### config.mk
export PLATFORM = sky130hd
export DESIGN_NAME = fah_angle_hold
export DESIGN_NICKNAME = d
export VERILOG_FILES = /design/src/fah_pkg.sv /design/src/fah_angle_hold.sv
export SDC_FILE = /design/constraint.sdc
export NUM_CORES = 1
export LEC_CHECK = 0
export BUFFER_PORTS_ARGS = -buffer_cell sky130_fd_sc_hd__buf_2
export CORE_ASPECT_RATIO = 1.1
export CORE_MARGIN = 8
export CORE_UTILIZATION = 52
export CTS_CLUSTER_DIAMETER = 150
export CTS_CLUSTER_SIZE = 16
export DETAILED_ROUTE_END_ITERATION = 6
export GPL_TIMING_DRIVEN = 0
export PLACE_DENSITY = 0.81
export SLEW_MARGIN = 0
export SYNTH_ARGS = -nofsm -noshare
export SYNTH_HDL_FRONTEND = slang
export SYNTH_SLANG_ARGS = --single-unit
export TNS_END_PERCENT = 1
### constraint.sdc
create_clock -name clk -period 4.35 [get_ports clk]
set_clock_uncertainty 0.1 [all_clocks]
set_input_delay 1.305 -clock clk [delete_from_list [all_inputs] [get_ports clk]]
set_output_delay 1.305 -clock clk [all_outputs]
set_load 0.05 [all_outputs]
### src/fah_pkg.sv
// Package of constants and carrier types for the fault voltage angle hold block.
package fah_pkg;

  // ***************************************************************************
  // Widths and timing
  // ***************************************************************************
  localparam int unsigned VOLT_W       = 16;
  localparam int unsigned CURR_W       = 16;
  localparam int unsigned ANGLE_W      = 16;
  localparam int unsigned FREQ_W       = 16;
  localparam int unsigned NUM_PH       = 3;
  localparam int unsigned CNT_W        = 32;
  localparam int unsigned CLK_MHZ      = 250;
  localparam int unsigned TICK_US      = 10000;
  localparam int unsigned TICK_CYCLES  = CLK_MHZ * TICK_US;
  localparam int unsigned HOLD_MIN_TICKS = 2;
  localparam int unsigned HOLD_MAX_TICKS = 5000;
  localparam int unsigned THR_MIN_CV   = 200;
  localparam int unsigned THR_MAX_CV   = 5000;
  localparam logic [2:0]  PH_C_IDX     = 3'h2;

  // ***************************************************************************
  // Event bit positions
  // ***************************************************************************
  localparam int unsigned EV_ENABLED      = 0;
  localparam int unsigned EV_DISABLED     = 1;
  localparam int unsigned EV_UV_ON        = 2;
  localparam int unsigned EV_UV_OFF       = 3;
  localparam int unsigned EV_OC_ON        = 4;
  localparam int unsigned EV_OC_OFF       = 5;
  localparam int unsigned EV_TRACK_ON     = 6;
  localparam int unsigned EV_TRACK_OFF    = 7;
  localparam int unsigned EV_HOLD_ON      = 8;
  localparam int unsigned EV_HOLD_OFF     = 9;
  localparam int unsigned EV_BLK_ON       = 10;
  localparam int unsigned EV_BLK_OFF      = 11;
  localparam int unsigned EV_W            = 12;

  typedef enum logic [1:0] {
    FAH_IDLE    = 2'b00,
    FAH_HOLD    = 2'b01,
    FAH_EXPIRED = 2'b10
  } fah_state_t;

  typedef struct packed {
    logic [NUM_PH-1:0][VOLT_W-1:0]  mag;
    logic [NUM_PH-1:0][ANGLE_W-1:0] ang;
    logic [NUM_PH-1:0]              used;
  } fah_volt_t;

  typedef struct packed {
    logic [VOLT_W-1:0]              mag;
    logic [NUM_PH-1:0][ANGLE_W-1:0] ang;
    logic                           valid;
  } fah_ref_t;

  localparam logic [EV_W-1:0] EV_NONE = 12'h000;

endpackage : fah_pkg

### src/fah_angle_hold.sv
// Voltage angle hold supervisor for directional and distance protection stages.
//
// Overview of operation
// - Undervoltage only when all used voltages below threshold.
// - Optional current qualification needs any phase overcurrent.
// - Reference amplitude equals threshold while hold active.
// - Track healthy angles; freeze pre-fault angles on activation.
// - Status output high throughout active hold.
// - Definite-time timer limits hold duration.
// - After expiry, signal stages to go non-directional.
// - Block input sampled per cycle; prevents or cancels hold.
// - Fixed system frequency used unless forced tracking.
// - Forced tracking without voltage uses phase C frequency.
// - ON/OFF events for undervoltage and overcurrent changes.
// - Events for enable, tracking, hold use, hold blocked.
`timescale 1ns/100ps
module fah_angle_hold #(
  parameter int unsigned TICK_LEN = fah_pkg::TICK_CYCLES
) (
  // Clock and reset.
  input  wire logic                                      clk,
  input  wire logic                                      rst_b,
  // Configuration.
  input  wire logic                                      angle_hold_enable,
  input  wire logic                                      current_qual_enable,
  input  wire logic                                      forced_current_freq_follow,
  input  wire logic [fah_pkg::VOLT_W-1:0]                hold_activation_threshold,
  input  wire logic [fah_pkg::CURR_W-1:0]                current_pickup,
  input  wire logic [fah_pkg::CNT_W-1:0]                 hold_max_duration,
  input  wire logic [fah_pkg::FREQ_W-1:0]                fixed_freq,
  // Measurements and block input.
  input  wire fah_pkg::fah_volt_t                        volt_in,
  input  wire logic [fah_pkg::NUM_PH-1:0][fah_pkg::CURR_W-1:0] phase_current,
  input  wire logic [fah_pkg::FREQ_W-1:0]                phase_c_current_freq,
  input  wire logic                                      hold_block,
  // Outputs to protection stages.
  output fah_pkg::fah_ref_t                              ref_out,
  output logic                                           hold_active,
  output logic                                           nondir_fallback,
  output logic                                           freq_from_current,
  output logic [fah_pkg::FREQ_W-1:0]                     sample_freq,
  output logic [fah_pkg::EV_W-1:0]                       hold_event_group
);
  import fah_pkg::*;

  // ***************************************************************************
  // Program cycle tick
  // ***************************************************************************
  logic [CNT_W-1:0] tick_cnt;
  logic [CNT_W-1:0] next_tick_cnt;
  logic             tick;
  logic             next_tick;

  always_comb begin
    next_tick     = 1'b0;
    next_tick_cnt = tick_cnt + 32'h1;
    if (tick_cnt >= TICK_LEN - 1) begin
      next_tick_cnt = '0;
      next_tick     = 1'b1;
    end
  end

  always_ff @(posedge clk) begin
    if (!rst_b) begin
      tick_cnt <= '0;
      tick     <= 1'b0;
    end else begin
      tick_cnt <= next_tick_cnt;
      tick     <= next_tick;
    end
  end

  // ***************************************************************************
  // Criteria
  // ***************************************************************************
  logic [NUM_PH-1:0] ph_low;
  logic [NUM_PH-1:0] ph_over;

  for (genvar g = 0; g < NUM_PH; g++) begin : g_ph
    assign ph_low[g]  = !volt_in.used[g] || (volt_in.mag[g] < hold_activation_threshold);
    assign ph_over[g] = phase_current[g] > current_pickup;
  end

  logic uv_now;
  logic oc_now;
  logic crit_now;
  assign uv_now   = angle_hold_enable && (|volt_in.used) && (&ph_low);
  assign oc_now   = angle_hold_enable && (|ph_over);
  assign crit_now = uv_now && (!current_qual_enable || oc_now);

  // ***************************************************************************
  // Hold state machine
  // ***************************************************************************
  fah_state_t                    state;
  fah_state_t                    next_state;
  logic [CNT_W-1:0]              hold_ticks;
  logic [CNT_W-1:0]              next_hold_ticks;
  logic                          blk;
  logic                          next_blk;
  logic [NUM_PH-1:0][ANGLE_W-1:0] healthy_ang;
  logic [NUM_PH-1:0][ANGLE_W-1:0] next_healthy_ang;
  fah_ref_t                      next_ref_out;
  logic                          next_hold_active;
  logic                          next_fallback;
  logic                          next_track;
  logic [FREQ_W-1:0]             next_sample_freq;
  logic                          en_d;
  logic                          uv_d;
  logic                          oc_d;
  logic [EV_W-1:0]               next_events;

  always_comb begin
    next_state       = state;
    next_hold_ticks  = hold_ticks;
    next_blk         = tick ? hold_block : blk;
    next_healthy_ang = healthy_ang;
    if (!uv_now) begin
      next_healthy_ang = volt_in.ang;
    end
    case (state)
      FAH_IDLE: begin
        if (tick && crit_now && !next_blk) begin
          next_state      = FAH_HOLD;
          next_hold_ticks = '0;
        end
      end
      FAH_HOLD: begin
        if (!crit_now || next_blk) begin
          next_state = FAH_IDLE;
        end else if (tick) begin
          next_hold_ticks = hold_ticks + 32'h1;
          if (hold_ticks + 32'h1 >= hold_max_duration) begin
            next_state = FAH_EXPIRED;
          end
        end
      end
      FAH_EXPIRED: begin
        if (!crit_now) begin
          next_state = FAH_IDLE;
        end
      end
      default: begin
        next_state = FAH_IDLE;
      end
    endcase
    next_hold_active = (next_state == FAH_HOLD);
    next_fallback    = (next_state == FAH_EXPIRED);
    next_ref_out.valid = next_hold_active;
    next_ref_out.mag   = next_hold_active ? hold_activation_threshold : '0;
    next_ref_out.ang   = (state == FAH_HOLD) ? ref_out.ang : healthy_ang;
    next_track       = forced_current_freq_follow && uv_now;
    next_sample_freq = next_track ? phase_c_current_freq : fixed_freq;
    next_events = EV_NONE;
    next_events[EV_ENABLED]   = angle_hold_enable && !en_d;
    next_events[EV_DISABLED]  = !angle_hold_enable && en_d;
    next_events[EV_UV_ON]     = uv_now && !uv_d;
    next_events[EV_UV_OFF]    = !uv_now && uv_d;
    next_events[EV_OC_ON]     = oc_now && !oc_d;
    next_events[EV_OC_OFF]    = !oc_now && oc_d;
    next_events[EV_TRACK_ON]  = next_track && !freq_from_current;
    next_events[EV_TRACK_OFF] = !next_track && freq_from_current;
    next_events[EV_HOLD_ON]   = next_hold_active && !hold_active;
    next_events[EV_HOLD_OFF]  = !next_hold_active && hold_active;
    next_events[EV_BLK_ON]    = next_blk && !blk;
    next_events[EV_BLK_OFF]   = !next_blk && blk;
  end

  always_ff @(posedge clk) begin
    if (!rst_b) begin
      state             <= FAH_IDLE;
      hold_ticks        <= '0;
      blk               <= 1'b0;
      healthy_ang       <= '0;
      ref_out           <= '0;
      hold_active       <= 1'b0;
      nondir_fallback   <= 1'b0;
      freq_from_current <= 1'b0;
      sample_freq       <= '0;
      en_d              <= 1'b0;
      uv_d              <= 1'b0;
      oc_d              <= 1'b0;
      hold_event_group  <= EV_NONE;
    end else begin
      state             <= next_state;
      hold_ticks        <= next_hold_ticks;
      blk               <= next_blk;
      healthy_ang       <= next_healthy_ang;
      ref_out           <= next_ref_out;
      hold_active       <= next_hold_active;
      nondir_fallback   <= next_fallback;
      freq_from_current <= next_track;
      sample_freq       <= next_sample_freq;
      en_d              <= angle_hold_enable;
      uv_d              <= uv_now;
      oc_d              <= oc_now;
      hold_event_group  <= next_events;
    end
  end

  // ***************************************************************************
  // Checks
  // ***************************************************************************
  // Ticks counted while the hold is up, kept apart from the state machine's own timer.
  logic [CNT_W-1:0] chk_ticks;
  logic [CNT_W-1:0] next_chk_ticks;

  always_comb begin
    next_chk_ticks = '0;
    if (hold_active) begin
      next_chk_ticks = tick ? chk_ticks + 32'h1 : chk_ticks;
    end
  end

  always_ff @(posedge clk) begin
    if (!rst_b) begin
      chk_ticks <= '0;
    end else begin
      chk_ticks <= next_chk_ticks;
    end
  end
endmodule : fah_angle_hold

==> results_dict.tcl <==
set metrics [dict create \
    ant_nets 0 \
    num_rows 55 \
    synth_most_common_cell "nand2_1" \
    yosysTopAreaCellShare_pct 39.1 \
    worstSetupStartpointType "input port" \
    worstPathArrival_ps 4540 \
    synth_area_mm2 0.0109 \
    final_layout_size_suffix_gt1_share_pct 24.8 \
    initial_core_util_pct 53.0 \
    synth-edff-count 0 \
    critical_path_required_ps 4600 \
    antenna_found_initial 1 \
    clock_latency_ps 480 \
    dp_hpwl_mm 27.3 \
    vias 10300 \
    postLayoutSetupSlackWorst_ps 66.3 \
    fin_setup_tns_ps 0 \
    drc 0 \
    startpoint "hold_activation_threshold[13]" \
    tightest_slew_ps 819 \
    holdBufCountCts 0 \
    ys_ff_latch 214 \
    port_buffers 343 \
    drt_iter0_markers 576 \
    nFillCells 1748 \
    grt_util_all_layers_pct 25.3 \
    grtUsageMet2_pct 44.1 \
    yosysSeqAreaShare_pct 39.1 \
    synth_cells 1284 \
    reg2reg_depth 15 \
    endpoint "hold_event_group[8]" \
    cts_buffer_depth 3 \
    wirelength_mm 34.0 \
    fin_crit_sh_pct 98.5 \
    grt_pass1_vias 10400 \
    setup_viol 0 \
    worst_hold_path_type "reg2reg" \
    area_growth_pct 23.5 \
    yosys_warnings 0 \
    slew_viol_final 0 \
    htree_levels 1 \
    leakagePower_nw 6.59 \
    wire_per_inst_um 17.8 \
    fp.dieH_um 168 \
    total_power_w 0.00425 \
    cts_buffers 17 \
    first_pass_iters 5 \
    met1_usage_pct 31.5 \
    synthTopCellsByCount "218 x nand2_1, 214 x dfxtp_1, 127 x ha_1" \
    syn_avg_cell_area_um2 8.53 \
    r2r-end "hold_event_group[8]" \
    peakVddDrop_uv 279 \
    synthTopCellsByArea "dfxtp_1 39%, ha_1 15%, nand2_1 7.5%" \
    yosysUniqueCellTypes 59 \
    grt_max_degree 17 \
    min_period_ps 4280 \
    met3_usage_pct 4.56 \
    worstSetupEndpointType "flip-flop" \
    hold_violations 0 \
    place_congestion 0.933 \
    grt_pass1_wl_mm 53.9 \
    top_usage_layer "met2" \
    place_worst_setup_slack_ps -326 \
    r2r_slack_ps 150 \
    nets 2031 \
    ys_async_sr_fraction_pct 0 \
    cap_violations 0 \
    cts_tree "built" \
    post-cts-setup-buffer-count 0 \
    p_per_area_mw_per_mm2 314 \
    die_w_um 154 \
    status "completed" \
    crit_type "in2reg" \
    synth_top_area_cell "dfxtp_1" \
    synth_ff_type "dfxtp_1" \
    clk_pin_slew_worst_paths_ps 70 \
    placed_cells 1892 \
    maxSlewHeadroom_pct 45.4 \
    timing.fmax_mhz 233 \
    r2r-start "hold_ticks[5]" \
    cp_max_fo 10 \
    utilization_pct 65.5 \
    antenna_cells 0 \
    viasPerCell 5.37 \
    pin_count 345 \
    cts_root_buf "clkbuf_16" \
    overflow 0 \
    instances_no_fill 1910 \
    coreArea_mm2 0.0206 \
    cts.sinks 214 \
    dieArea_mm2 0.0260 \
]
==> cells in the final DEF (no fill, tap or decap), drive strengths merged, types with 4 or more instances in the layout <==
cell    netlist  layout
a211oi        4       4
dfxtp       214     214
or3           5       5
nor2b         9       9
a21oi       111     111
a21o         11      11
nand2       218     218
conb          1      10
nand4        28      28
and3         17      17
o22ai         8       8
a31o         12      12
xor2         18      18
o31ai        10      10
o211ai        8       8
o21ai        26      26
clkbuf       34      51
and2          4       4
nor2        105     105
ha          127     127
inv          88      89
nand2b        7       7
nand3        29      29
buf          21     364
mux2i        55      55
and4          7       7
xnor2        31      31
nor3         34      34
==> worst min path at each step <==
stage	startpoint	depth (start not counted)	end
after global placement	en_d	1	hold_event_group[0]
after CTS	en_d	1	hold_event_group[0]
final	en_d	1	hold_event_group[0]
after global routing	en_d	1	hold_event_group[0]
after floorplan	en_d	1	hold_event_group[0]
after detailed placement	en_d	1	hold_event_group[0]
==> kinds of logic (layout without fill, tap and decap cells) <==
logic type	Yosys count	in the layout	synth area share, %
multiplexers	55	55	5.03
buffers and inverters	143	504	5.38
adder cells (fa/ha/maj)	127	127	14.5
AO/OA/AOI/OAI	225	225	12.8
flip-flops	214	214	39.1
XOR/XNOR	49	49	3.92
other	1	10	0.0343
AND/OR/NAND/NOR	470	470	19.1
==> worst max-delay path, stage by stage <==
cell and delay, ps:
buf_2 100, inv_1 140, ha_1 270, a21o_1 160, a21o_1 190, a2111oi_0 600
o2111ai_1 240, a211oi_2 520, buf_4 330, o311ai_2 160, buf_4 220, nor3_1 300
==> where the power goes <==
group | switching (W) | total (W) | internal, W
logic | 0.000497 | 0.000786 | 0.000288
registers | 0.0000413 | 0.00209 | 0.00205
clock network | 0.000678 | 0.00138 | 0.000701
total | 0.00122 | 0.00425 | 0.00304
==> registers in the layout, summed over array words and instances (netlist names) <==
register,count
ref_out,64
healthy_ang,48
hold_ticks,32
tick_cnt,32
sample_freq,16
hold_event_group,12
state,2
blk,1
en_d,1
freq_from_current,1
hold_active,1
nondir_fallback,1
oc_d,1
tick,1
uv_d,1
==> final cells by class <==
class	count	area, um2	share of cell area [%]
Buffer	55	264	1.95
Inverter	88	330	2.44
Timing Repair Buffer	343	1720	12.7
Sequential cell	214	4290	31.7
Clock inverter	1	11.3	0.0833
Multi-Input combinational cell	936	6170	45.6
Tap cell	256	320	2.37
Clock buffer	17	425	3.15
==> metal layers <==
| metal | up-vias | share of wire [%] | wire, um |
|---|---|---|---|
| met2 | 335 | 49 | 16700 |
| met3 | 61 | 6.4 | 2160 |
| met1 | 4715 | 42 | 14300 |
| li1 | 5148 | - | - |
| met5 | - | 0.038 | 13 |
| met4 | 2 | 2.4 | 831 |
==> what timing repair did <==
item	in CTS	in global routing
gates resized for setup	5	12
endpoints found under the setup margin	20	20
pin swaps	0	0
==> through the flow <==
step	hold WS, ps	area (um2)
2_1_floorplan	285	11000
3_3_place_gp	288	13000
3_5_place_dp	301	13000
4_1_cts	311	13500
5_1_grt	329	13500
6_report	309	13500
No activity file was read; power rests on OpenSTA's default activity.
